### src/include/sac_pkg.sv
// Package of constants and types for the SAR converter control block
// Contract
// Convert held sample to 12 bits by SAR
// Mux one of ten inputs into hold stage
// Software picks supply rails or external reference
// Keep converting in sleep on RC clock
// Six 16-bit control and select registers
// Pin config sets analog or digital pins
// Non-scan conversions use channel select register
// Scan only inputs set in scan register
// Software leaves key fields alone while on
// Software keeps sample rate at 200 ksps max
// Software keeps conversion clock period 334/668 ns
// Hold one clock, convert, store, flag done
package sac_pkg;
  localparam int RES_BITS = 12;
  localparam int NUM_INPUTS = 10;
  localparam int REG_W = 16;
  localparam int CLK_PERIOD_NS = 8;
  localparam int TAD_MIN_NS = 334;
  localparam int TAD_MIN_CYC = (TAD_MIN_NS + CLK_PERIOD_NS - 1) / CLK_PERIOD_NS;
  localparam int BUF_DEPTH = 16;
  localparam logic [15:0] CTL1_RESET = 16'h0000;
  localparam logic [15:0] CTL2_RESET = 16'h0000;
  localparam logic [15:0] CTL3_RESET = 16'h0000;
  localparam logic [15:0] CHSEL_RESET = 16'h0000;
  localparam logic [15:0] PINCFG_RESET = 16'h0000;
  localparam logic [15:0] SCAN_RESET = 16'h0000;
  // Control 1 fields
  localparam int C1_ON = 15;
  localparam int C1_SIDL = 13;
  localparam int C1_TRIG_LO = 5;
  localparam int C1_AUTO_SAMPLE_ENABLE = 2;
  localparam int C1_SAMP = 1;
  localparam int C1_DONE = 0;
  // Control 2 fields
  localparam int C2_VREF_LO = 13;
  localparam int C2_CSCNA = 10;
  localparam int C2_SAMPLES_PER_INTERRUPT_LO = 2;
  localparam int C2_BUFFER_FILL_MODE = 1;
  localparam int C2_ALTERNATE_INPUT_SEL = 0;
  // Control 3 fields
  localparam int C3_SAMC_LO = 8;
  localparam int C3_ADRC = 7;
  localparam int C3_ADCS_LO = 0;
  // Channel select fields
  localparam int CH_A_LO = 0;
  localparam int CH_B_LO = 8;
  localparam logic [2:0] TRIG_MANUAL = 3'h0;
  localparam logic [2:0] TRIG_AUTO = 3'h7;
  typedef enum logic [1:0] {
    SAC_IDLE = 2'b00,
    SAC_SAMPLE = 2'b01,
    SAC_CONVERT = 2'b11,
    SAC_STORE = 2'b10
  } sac_state_e;
endpackage

### src/rtl/sac_sar_core.sv
// Successive-approximation bit sequencer, one bit per conversion clock
`timescale 1ns/10ps
module sac_sar_core
  import sac_pkg::*;
#(
  parameter int WIDTH = RES_BITS
) (
  input wire logic core_clk,
  input wire logic rst,
  input wire logic start,
  input wire logic tad_tick,
  input wire logic comp_hi,
  output logic [WIDTH-1:0] dac_code,
  output logic busy,
  output logic done,
  output logic [WIDTH-1:0] result
);
  logic [WIDTH-1:0] trial_bit;
  logic [WIDTH-1:0] acc;
  wire [WIDTH-1:0] kept = comp_hi ? dac_code : acc;
  assign dac_code = acc | trial_bit;

  always_ff @(posedge core_clk or posedge rst) begin
    if (rst) begin
      trial_bit <= '0;
      acc <= '0;
      busy <= 1'b0;
      done <= 1'b0;
      result <= '0;
    end else begin
      done <= 1'b0;
      if (start && !busy) begin
        trial_bit <= {1'b1, {(WIDTH-1){1'b0}}};
        acc <= '0;
        busy <= 1'b1;
      end else if (busy && tad_tick) begin
        // Keep trial bit when comparator says input is above the DAC
        acc <= kept;
        trial_bit <= trial_bit >> 1;
        if (trial_bit[0]) begin
          busy <= 1'b0;
          done <= 1'b1;
          result <= kept;
        end
      end
    end
  end
endmodule // sac_sar_core

### src/rtl/sac_adc_ctrl.sv
// Top-level control of the 12-bit SAR converter
`timescale 1ns/10ps
module sac_adc_ctrl
  import sac_pkg::*;
#(
  parameter int NUM_IN = NUM_INPUTS,
  parameter int DEPTH = BUF_DEPTH
) (
  input wire logic core_clk,
  input wire logic rst,
  input wire logic rc_clk_tick,
  input wire logic cpu_sleep,
  input wire logic [15:0] conv_control_1,
  input wire logic [15:0] conv_control_2,
  input wire logic [15:0] conv_control_3,
  input wire logic [15:0] input_channel_select,
  input wire logic [15:0] pin_analog_config,
  input wire logic [15:0] scan_input_select,
  input wire logic manual_sample_start,
  input wire logic ext_trigger,
  input wire logic comp_hi,
  input wire logic [3:0] buf_rd_index,
  output logic [3:0] mux_select,
  output logic sample_hold_en,
  output logic [1:0] ref_select,
  output logic [11:0] dac_code,
  output logic [NUM_IN-1:0] pin_is_digital,
  output logic [11:0] buf_rd_data,
  output logic conv_done,
  output logic conv_irq,
  output logic busy
);
  // Register inputs from software
  wire converter_on = conv_control_1[C1_ON];
  wire stop_in_idle = conv_control_1[C1_SIDL];
  wire [2:0] trigger_source_sel = conv_control_1[C1_TRIG_LO +: 3];
  wire auto_sample_enable = conv_control_1[C1_AUTO_SAMPLE_ENABLE];
  wire [3:0] samples_per_interrupt = conv_control_2[C2_SAMPLES_PER_INTERRUPT_LO +: 4];
  wire scan_enable = conv_control_2[C2_CSCNA];
  wire buffer_fill_mode = conv_control_2[C2_BUFFER_FILL_MODE];
  wire alternate_input_sel = conv_control_2[C2_ALTERNATE_INPUT_SEL];
  wire [4:0] sample_tads = conv_control_3[C3_SAMC_LO +: 5];
  wire rc_clock_sel = conv_control_3[C3_ADRC];
  wire [5:0] tad_div = conv_control_3[C3_ADCS_LO +: 6];

  // Sleep with stop-in-idle set stops the system clock path; the RC path keeps running
  wire clk_live = rc_clock_sel || !(cpu_sleep && stop_in_idle);
  wire run = converter_on && clk_live;

  // Conversion clock: RC ticks or a divided system clock never below the floor
  logic [7:0] tad_cnt;
  wire [7:0] tad_limit_raw = {1'b0, tad_div, 1'b1};
  wire [7:0] tad_limit = (tad_limit_raw < 8'(TAD_MIN_CYC - 1)) ? 8'(TAD_MIN_CYC - 1) : tad_limit_raw;
  wire sys_tick = (tad_cnt >= tad_limit);
  wire tad_tick = rc_clock_sel ? rc_clk_tick : sys_tick;
  // RC ticks are not realigned, so the first RC sampling Tad may run short

  // Reference: 0 = analog supply rails, others use external pins
  assign ref_select = conv_control_2[C2_VREF_LO +: 2];

  // Pins cleared to 0 are analog inputs, set to 1 are digital
  assign pin_is_digital = pin_analog_config[NUM_IN-1:0];

  function automatic logic [3:0] next_scan(input logic [3:0] cur, input logic [15:0] mask);
    logic [3:0] pick;
    logic [3:0] idx;
    pick = cur;
    for (int k = 1; k <= NUM_INPUTS; k++) begin
      idx = 4'((int'(cur) + k) % NUM_INPUTS);
      if (mask[idx] && pick == cur) begin
        pick = idx;
      end
    end
    return pick;
  endfunction

  sac_state_e state;
  sac_state_e next_state;
  logic [4:0] samp_cnt;
  logic [3:0] scan_ch;
  logic scan_fresh;
  logic alt_phase;
  logic [3:0] fill_ptr;
  logic buf_half;
  logic [3:0] seq_cnt;
  logic [11:0] result_buf [DEPTH];
  logic sar_start;
  logic sar_busy;
  logic sar_done;
  logic [11:0] sar_result;

  // Channel is scan pick or the select register's A/B field
  wire [3:0] fixed_ch = alternate_input_sel && alt_phase ? input_channel_select[CH_B_LO +: 4]
                                                         : input_channel_select[CH_A_LO +: 4];
  // A fresh scan restarts from the lowest enabled input, even right after reset
  wire [3:0] scan_first = next_scan(4'(NUM_INPUTS - 1), scan_input_select);
  wire [3:0] scan_pick = scan_fresh ? scan_first : scan_ch;
  wire [3:0] chan = scan_enable ? scan_pick : fixed_ch;
  wire [3:0] chan_ok = (chan < 4'(NUM_IN)) ? chan : 4'h0;

  wire trigger_now = (trigger_source_sel == TRIG_AUTO) ? 1'b1
                   : (trigger_source_sel == TRIG_MANUAL) ? manual_sample_start : ext_trigger;
  wire samp_met = (samp_cnt >= sample_tads) && (samp_cnt != 5'h00);
  wire begin_sample = auto_sample_enable || conv_control_1[C1_SAMP];
  wire irq_point = (seq_cnt == samples_per_interrupt);

  always_comb begin
    next_state = state;
    case (state)
      SAC_IDLE: if (run && begin_sample) next_state = SAC_SAMPLE;
      // At least one conversion clock of sampling before converting
      SAC_SAMPLE: if (!run) next_state = SAC_IDLE;
        else if (samp_met && trigger_now) next_state = SAC_CONVERT;
      SAC_CONVERT: if (sar_done) next_state = SAC_STORE;
      SAC_STORE: next_state = SAC_IDLE;
      default: next_state = SAC_IDLE;
    endcase
  end

  assign sar_start = (state == SAC_SAMPLE) && (next_state == SAC_CONVERT);
  assign sample_hold_en = (state == SAC_SAMPLE);
  assign busy = sar_busy || (state != SAC_IDLE);

  sac_sar_core #(.WIDTH(RES_BITS)) u_sar (
    .core_clk(core_clk),
    .rst(rst),
    .start(sar_start),
    .tad_tick(tad_tick),
    .comp_hi(comp_hi),
    .dac_code(dac_code),
    .busy(sar_busy),
    .done(sar_done),
    .result(sar_result)
  );

  always_ff @(posedge core_clk or posedge rst) begin
    if (rst) begin
      tad_cnt <= 8'h00;
    end else begin
      // Restart while idle so the first sampling Tad is a full period
      tad_cnt <= (sys_tick || !run || state == SAC_IDLE) ? 8'h00 : tad_cnt + 8'h01;
    end
  end

  always_ff @(posedge core_clk or posedge rst) begin
    if (rst) begin
      state <= SAC_IDLE;
      samp_cnt <= 5'h00;
      mux_select <= 4'h0;
    end else begin
      state <= next_state;
      if (state != SAC_SAMPLE) begin
        samp_cnt <= 5'h00;
      end else if (tad_tick && samp_cnt != 5'h1f) begin
        samp_cnt <= samp_cnt + 5'h01;
      end
      if (state == SAC_IDLE) begin
        mux_select <= chan_ok;
      end
    end
  end

  // Result storage; a result that lands after switch-off is dropped
  always_ff @(posedge core_clk or posedge rst) begin
    if (rst) begin
      for (int i = 0; i < DEPTH; i++) begin
        result_buf[i] <= 12'h000;
      end
    end else if (converter_on && sar_done) begin
      result_buf[fill_ptr] <= sar_result;
    end
  end

  // Sequence count, scan position and done flag
  // Split buffer halves let software read one half while the other fills
  always_ff @(posedge core_clk or posedge rst) begin
    if (rst) begin
      scan_ch <= 4'h0;
      scan_fresh <= 1'b1;
      alt_phase <= 1'b0;
      fill_ptr <= 4'h0;
      buf_half <= 1'b0;
      seq_cnt <= 4'h0;
      conv_done <= 1'b0;
      conv_irq <= 1'b0;
    end else begin
      conv_irq <= 1'b0;
      if (!converter_on) begin
        fill_ptr <= 4'h0;
        seq_cnt <= 4'h0;
        buf_half <= 1'b0;
        alt_phase <= 1'b0;
        scan_fresh <= 1'b1;
      end else if (sar_done) begin
        conv_done <= 1'b1;
        alt_phase <= !alt_phase;
        // Step on from the input just converted
        scan_ch <= next_scan(mux_select, scan_input_select);
        scan_fresh <= 1'b0;
        if (irq_point) begin
          conv_irq <= 1'b1;
          seq_cnt <= 4'h0;
          buf_half <= buffer_fill_mode ? !buf_half : 1'b0;
          fill_ptr <= buffer_fill_mode ? (buf_half ? 4'h0 : 4'h8) : 4'h0;
          scan_fresh <= 1'b1;
          alt_phase <= 1'b0;
        end else begin
          seq_cnt <= seq_cnt + 4'h1;
          fill_ptr <= fill_ptr + 4'h1;
        end
      end else if (begin_sample && state == SAC_IDLE && run) begin
        conv_done <= 1'b0;
      end
    end
  end

  always_ff @(posedge core_clk or posedge rst) begin
    if (rst) begin
      buf_rd_data <= 12'h000;
    end else begin
      buf_rd_data <= result_buf[buf_rd_index];
    end
  end
endmodule // sac_adc_ctrl

### config.mk
export PLATFORM = sky130hd
export DESIGN_NAME = sac_adc_ctrl
export DESIGN_NICKNAME = d
export VERILOG_FILES = /design/src/include/sac_pkg.sv /design/src/rtl/sac_sar_core.sv /design/src/rtl/sac_adc_ctrl.sv
export SDC_FILE = /design/constraint.sdc
export NUM_CORES = 1
export LEC_CHECK = 0
export BUFFER_PORTS_ARGS = -buffer_cell sky130_fd_sc_hd__buf_2
export CORE_MARGIN = 1.5
export CORE_UTILIZATION = 50
export DETAILED_ROUTE_END_ITERATION = 10
export GPL_ROUTABILITY_DRIVEN = 0
export PLACE_DENSITY = 0.69
export REMOVE_ABC_BUFFERS = 1
export SLEW_MARGIN = 20
export SYNTH_ARGS = -nofsm -noshare
export SYNTH_HDL_FRONTEND = slang
export SYNTH_SLANG_ARGS = --single-unit
### constraint.sdc
create_clock -name core_clk -period 11 [get_ports core_clk]
set_clock_uncertainty 0.15 [all_clocks]
set_input_delay 0 -clock core_clk [delete_from_list [all_inputs] [get_ports core_clk]]
set_output_delay 0 -clock core_clk [all_outputs]
set_load 0.01 [all_outputs]
==> reports/results.txt, run 1 <==
Port-buffer cells - 92
r2r setup slk - 2290 ps
post-synthesis area per instance - 11.1 um^2
r2r worst-path depth - 22
GRT overflow - 0
synth top area cells - dfrtp_1, mux2_2, mux4_2, ha_1, nand2_1
Worst EP required - 11,310 ps
total CTS buffers - 28
Hold EP - buf_rd_data[10]$_DFF_PP0_
starting density of the core - 51.1%
Final period util - 79.2%
critical path peak fanout - 25
Post-Layout Cell Count - 2,112
# Post-CTS Setup Buffers - 0
Inst Count DP - 2,015
Root Driver - clkbuf_16
TritonCTS clock tree - built
leading area contributor after synthesis - dfrtp_1
Synth Instances - 1,556
layout cells sized above 1 - 28.9%
Main synth FF type - dfrtp_1
Antenna Diode Count - 0
Area Growth Syn to Fin - 12.4%
Tmin final - 8710 ps
Yosys top cell area share - 40.3%
CP Capture Type - register
Hold Crit Depth - 2
Most common cell on crit path - nor4_2
setup violators final - 0
Hold Path Class - in2reg
Yosys cell types - 92
post-synthesis sequential area ratio - 40.4%
Crit. Startpoint - mux_select[1]$_DFFE_PP0N_
1st-pass router iterations - 6
number of synthesized register bits - 278
die width - 189 um
worst reg2reg endpoint - scan_ch[3]$_DFFE_PP0P_
via-per-instance ratio - 6.17
Pwr Density - 110 nW/um^2
Buf/Inv on CP - 3
Hold Vio Cnt, Final - 0
Max stage delay cell, worst path - ha_1
clock buffer depth - 3
Max Slew Vio Count - 0
clock-pin slew on the worst setup and hold paths - 60 ps
max-cap violations - 0
reg-to-reg startpoint - mux_select[1]$_DFFE_PP0N_
RSZ-0062 raised after global routing - no
synthesized cell area - 17,200 um^2
Routed wire per std cell - 20.4 um
Clock Sinks - 278
Ys Warns - 0
Layout fillers - 2,800
critical path type - reg2reg
Die ar. - 35,600 um^2
antenna viol nets, final - 0
commonest non-fill, non-tap cell in the layout - dfrtp_1
Post-DP HPWL - 28.4 mm
initial antenna violation count - 1
Async SR Flop Fraction - 100%
first-pass GRT wire length - 70.0 mm
core area - 33,700 um^2
Worst-Margin Slew - 975 ps
initial drt markers - 1,064
Register Area - 6960 um^2
EDFF count, synth - 0
H-tree depth - 1
FP Rows - 67
setup TNS - 0 ps
critical path arrival - 9030 ps
Max VDD drop - 0.123 mV
Max Fclk - 115 MHz
Post-layout nets - 1,807
vias in the first global route - 12.9k
CP top delay family - compound AO/OA/AOI/OAI gates
Worst path depth - 22
Leak - 9.13 nW
Die Y - 189 um
io pins - 151
Startpoint Class - register
critical path cell sequence - buf_4 > inv_1 > ha_1 > inv_2 > and3_1 > a31o_2 > nor2_1 > mux4_2 > o221ai_1 > o2111a_1 > nor4_1 > a311oi_1 > nand2_1 > nor4_2 > o21a_1 > o211ai_2 > nor4_2 > o221a_1 > nand4b_2 > mux2_1 > o211a_1 > nor3_2
worst skew pair latency - 540 ps
footprint of the multi-input gates - 9690 um^2
total number of vias - 13.0k
commonest cells after routing, fill and taps aside - dfrtp_1, mux2_2, nand2_1
largest net degree at the start of global routing - 144
hold path startpoint - buf_rd_index[2]
status - finished, final reports clean
Tot Pwr - 0.00214 W
final WL - 43.2 mm
Slew headroom - 35.0%
DR DRC count - 0
Global Route Usage Sum - 24.5%
CP peak stage delay - 1020 ps
cells by family after synthesis:
group / after synthesis / share of synthesized area (%)
and+or+nand+nor: 415 / 11.9
DFF: 278 / 40.4
xor gates and xnor gates: 55 / 2.93
muxes: 325 / 25.8
AOI/OAI and AO/OA: 289 / 11.4
adders and majority gates: 59 / 4.27
buffers and inverters: 135 / 3.30
stage by stage:
stage	area, um^2	util [%]	setup slack, ps	hold slack [ps]
2_1_floorplan	16800	-	3190	-150
3_3_place_gp	17900	53.2	2630	-150
3_5_place_dp	17900	53.2	2530	-150
4_1_cts	19300	57.3	2490	13.8
5_1_grt	19400	57.4	1890	65.1
6_report	19400	57.4	2290	13.5
Yosys cell counts (all sizes together), types with 5 or more instances:
cell	n
ha	58
xnor2	33
nand4	9
clkbuf	59
nand2b	15
nor2	105
o21ai	82
nand2	134
mux2	206
inv	42
o211ai	10
a21o	8
mux2i	46
nor4b	5
o221ai	10
o22ai	5
or2	20
and3	15
o31ai	9
mux4	73
a211oi	9
a21oi	74
and2	14
o2111ai	7
o211a	6
nand3	33
nor3	18
xor2	22
a2bb2oi	5
nor2b	13
nand3b	6
nor4	13
buf	34
dfrtp	277
o21a	5
a221oi	5
a31oi	8
sequential cells by signal, summed over array words and instances, names as in the netlist:
register / cells
conv_irq: 1
scan_fresh: 1
samp_cnt: 5
buf_half: 1
result_buf: 192
tad_cnt: 8
u_sar.acc: 12
alt_phase: 1
u_sar.done: 1
mux_select: 4
u_sar.trial_bit: 12
seq_cnt: 4
fill_ptr: 4
scan_ch: 4
buf_rd_data: 12
u_sar.busy: 1
conv_done: 1
state: 2
u_sar.result: 12
power by group:
group          switching [W]  internal [W]
logic              0.0000908     0.0000593
registers         0.00000141       0.00102
clock network       0.000406      0.000557
total               0.000498       0.00164
timing repair:
action / CTS / global route
resized for setup: 0 / 0
hold endpoints to repair: 203 / 33
hold buffers: 43 / 1
setup endpoints to repair: 0 / 0
metal layers:
metal | track usage [%] | vias to the layer above | routed length (um)
li1 | - | 5927 | -
met1 | 34.6 | 6549 | 19200
met2 | 39.7 | 480 | 20500
met3 | 3.35 | 74 | 2530
met4 | 6.32 | 0 | 954
met5 | 0 | - | 0
final cells by class:
type,instances,area share (%)
clock buffers,42,4.36
repair buffers,149,5.29
multi-input cells,1143,50.1
well taps,448,2.90
flip-flops and latches,278,35.9
inverters,42,0.853
clock inverters,10,0.575
worst max-delay path by stage:
| stage | end | slack, ps |
|---|---|---|
| finish | scan_ch[3]$_DFFE_PP0P_ | 2290 |
| global route | scan_ch[3]$_DFFE_PP0P_ | 1890 |
| CTS | scan_ch[3]$_DFFE_PP0P_ | 2490 |
| detailed placement | scan_ch[3]$_DFFE_PP0P_ | 2530 |
| global placement | scan_ch[3]$_DFFE_PP0P_ | 2630 |
| floorplan | alt_phase$_DFFE_PP0P_ | 3190 |
No activity file was read; power rests on OpenSTA's default activity.
==> run 2: changes to the inputs <==
--- a/config.mk
+++ b/config.mk
@@ -5,6 +5,7 @@
 export SDC_FILE = /design/constraint.sdc
 export NUM_CORES = 1
 export LEC_CHECK = 0
+export ABC_AREA = 1
 export BUFFER_PORTS_ARGS = -buffer_cell sky130_fd_sc_hd__buf_2
 export CORE_MARGIN = 1.5
 export CORE_UTILIZATION = 50
==> constraint.sdc (replaced) <==
create_clock -name core_clk -period 8.6 [get_ports core_clk]
set_clock_uncertainty 0.15 [all_clocks]
set_input_delay 0 -clock core_clk [delete_from_list [all_inputs] [get_ports core_clk]]
set_output_delay 0 -clock core_clk [all_outputs]
set_load 0.01 [all_outputs]
==> run 2 against run 1 <==
  * Power rose to 3.1 times the previous value
  * Sequential power increased by 48%
  * Via count grew 19%
  * Highest routed layer unchanged
  * Largest cell class unchanged
  * Wire length is 7.0% higher
  * The flow now finishes with violations (negative hold slack)
  * Fmax is 16% higher
==> reports/results.txt, run 2 <==
most frequent cell after synthesis - nand2_1
Hold Vio Cnt, Final - 26 (+26)
antenna viol nets, final - 0 (unchanged)
Clock Sinks - 278 (unchanged)
Global Route Usage Sum - 25.7% (+1.2 points)
RSZ-0062 raised after global routing - no
Finished Cell Area - 19,500 um^2 (+0.58%)
Antenna Diode Count - 0 (unchanged)
core area - 34,500 um^2 (+2.2%)
Layout fillers - 3,150 (+13%)
Main synth FF type - dfrtp_1
Root Driver - clkbuf_16
CP peak stage delay - 600 ps (-420 ps)
setup TNS - 0 ps (unchanged)
total number of vias - 15.5k (+19%)
Inst Count DP - 2,674 (+33%)
largest net degree at the start of global routing - 151 (+4.9%)
max-cap violations - 0 (unchanged)
Post-DP HPWL - 30.2 mm (+6.5%)
first-pass GRT wire length - 75.1 mm (+7.3%)
Slew headroom - 24.3% (-11 points)
H-tree depth - 1 (unchanged)
worst skew pair latency - 540 ps (about the same)
via-per-instance ratio - 5.60 (-9.3%)
starting density of the core - 50.5% (-0.54 points)
Post-Layout Cell Count - 2,772 (+31%)
Die ar. - 36,000 um^2 (+1.1%)
Pwr Density - 339 nW/um^2 (+210%)
max reg flops - 192 (unchanged)
Synth Instances - 2,226 (+43%)
synthesized cell area - 17,400 um^2 (+1.2%)
Max Slew Vio Count - 0 (unchanged)
vias in the first global route - 14.8k (+15%)
Tmin final - 7490 ps (-1220 ps)
FP Rows - 68 (+1.5%)
Biggest register - result_buf
Worst Hold Slack - -42.6 ps (-56.1 ps)
Max Fclk - 133 MHz (+16%)
Startpoint Class - register
number of synthesized register bits - 278 (unchanged)
critical path peak fanout - 10 (-60%)
critical path arrival - 7770 ps (-1260 ps)
failing checks - negative hold slack
Yosys top cell area share - 39.8% (-0.46 points)
status - complete, but fails checks
Most common cell on crit path - nand2_2
leading area contributor after synthesis - dfrtp_1
Max stage delay cell, worst path - dfrtp_1
post-synthesis area per instance - 7.82 um^2 (-29%)
Post-layout nets - 2,461 (+36%)
TritonCTS clock tree - built
Final period util - 87.1% (+7.9 points)
layout cells sized above 1 - 13.6% (-15 points)
r2r setup slk - 1110 ps (-1180 ps)
Register Area - 6960 um^2 (unchanged)
CP Capture Type - register
setup violators final - 0 (unchanged)
footprint of the multi-input gates - 8890 um^2 (-8.3%)
die width - 190 um (+0.57%)
Max VDD drop - 0.326 mV (+170%)
Port-buffer cells - 92 (unchanged)
io pins - 151 (unchanged)
Leak - 9.35 nW (+2.5%)
total CTS buffers - 28 (unchanged)
initial antenna violation count - 0 (-1)
r2r worst-path depth - 54 (+150%)
EDFF count, synth - 0 (unchanged)
1st-pass router iterations - 6 (unchanged)
Routed wire per std cell - 16.7 um (-18%)
Worst-Margin Slew - 1130 ps (+157 ps)
clock buffer depth - 3 (unchanged)
synth cell count leaders - nand2_1, o21ai_0, dfrtp_1, inv_1, nand3_1
Hold Path Class - in2async
Worst EP required - 8880 ps (-2430 ps)
critical path type - reg2reg
Die Y - 190 um (+0.57%)
worst reg2reg endpoint - scan_ch[3]$_DFFE_PP0P_
Yosys cell types - 63 (-32%)
commonest cells after routing, fill and taps aside - nand2_1, o21ai_0, dfrtp_1
initial drt markers - 1,212 (+14%)
Ys Warns - 0 (unchanged)
Async SR Flop Fraction - 100% (unchanged)
commonest non-fill, non-tap cell in the layout - nand2_1
synth top area cells - dfrtp_1, nand2_1, o21ai_0, inv_1, ha_1
final WL - 46.2 mm (+7.0%)
GRT overflow - 0 (unchanged)
reg-to-reg startpoint - mux_select[2]$_DFFE_PP0N_
clock-pin slew on the worst setup and hold paths - 60 ps (about the same)
Area Growth Syn to Fin - 11.8%
post-synthesis sequential area ratio - 39.9% (-0.46 points)
DR DRC count - 0 (unchanged)
Finished Core Util - 56.5% (-0.94 points)
placed cell area - 18,000 um^2 (+0.59%)
# Post-CTS Setup Buffers - 0 (unchanged)
-- run 2: cell types whose count changed after synthesis, sizes merged, moves of 15 or more --
cell / previous run / this run
nand3: 33 / 176
mux2: 206 / 0
xnor2: 33 / 3
o211ai: 10 / 58
mux4: 73 / 0
nand2b: 15 / 0
clkbuf: 59 / 83
o21ai: 82 / 372
a21oi: 74 / 94
o22ai: 5 / 20
inv: 42 / 269
nand2: 134 / 534
-- run 2: how the worst max path moves through the flow --
stage	startpoint	depth (start not counted)	slack, ps	to
3_5_place_dp	mux_select[2]$_DFFE_PP0N_	54	1250	scan_ch[3]$_DFFE_PP0P_
2_1_floorplan	rst	1	790	alt_phase$_DFFE_PP0P_
4_1_cts	mux_select[2]$_DFFE_PP0N_	54	1190	scan_ch[3]$_DFFE_PP0P_
3_3_place_gp	mux_select[2]$_DFFE_PP0N_	52	1410	scan_ch[1]$_DFFE_PP0P_
5_1_grt	mux_select[2]$_DFFE_PP0N_	54	290	scan_ch[3]$_DFFE_PP0P_
6_report	mux_select[2]$_DFFE_PP0N_	54	1110	scan_ch[3]$_DFFE_PP0P_
-- run 2: metal layers --
layer	vias to the layer above	track usage (%)	wire, um
met5	-	0	0
met4	0	7.51	1300
met3	100	2.90	2850
met2	546	43.1	21700
met1	7376	35.1	20300
li1	7492	-	-
-- run 2: final cells by class --
cell class	instances	area share [%]
Multi-Input combinational cell	1564	45.7
Sequential cell	278	35.7
Inverter	272	5.39
Timing Repair Buffer	152	5.36
Clock buffer	37	4.08
Tap cell	455	2.92
Clock inverter	14	0.829
-- run 2: cell families (layout without fill, tap and decap cells) --
| logic type | Yosys count | after routing | share of synthesized area [%] |
|---|---|---|---|
| flops | 278 | 278 | 39.9 |
| fa+ha+maj | 58 | 58 | 4.17 |
| mux | 51 | 51 | 2.93 |
| buf+inv | 384 | 475 | 9.02 |
| compound gates | 588 | 588 | 18.9 |
| simple gates | 838 | 838 | 23.6 |
| xor+xnor | 29 | 29 | 1.50 |
-- run 2: worst max-delay path, delay by kind of cell, from the launching register on --
kind | cells | cell delay (ps)
xor gates and xnor gates | 1 | 360
AOI/OAI and AO/OA | 3 | 510
buffers and inverters | 5 | 440
DFF | 1 | 600
and+or+nand+nor | 42 | 4370
adders and majority gates | 3 | 930
-- run 2: where the power goes --
| group | total (W) | leakage [nW] | internal, W | switching (W) |
|---|---|---|---|---|
| combinational | 0.00384 | 5.10 | 0.00122 | 0.00263 |
| sequential | 0.00151 | 3.78 | 0.00144 | 0.0000683 |
| clock | 0.00126 | 0.473 | 0.000739 | 0.000518 |
| total | 0.00661 | 9.35 | 0.00340 | 0.00321 |
-- run 2: timing repair --
action,in CTS,in global routing
hold endpoints to repair,217,0
resized for setup,0,0
endpoints found under the setup margin,0,0
hold buffers,47,0
-- run 2: per-stage QoR --
| stage | setup WS, ps | power, W | hold WS [ps] |
|---|---|---|---|
| 6_report | 1110 | 0.00661 | -42.6 |
| 5_1_grt | 285 | 0.00712 | 69.4 |
| 4_1_cts | 1190 | 0.00657 | 4.52 |
| 3_5_place_dp | 1250 | 0.00528 | -150 |
| 3_3_place_gp | 1410 | 0.00516 | -150 |
| 2_1_floorplan | 786 | 0.00446 | -150 |
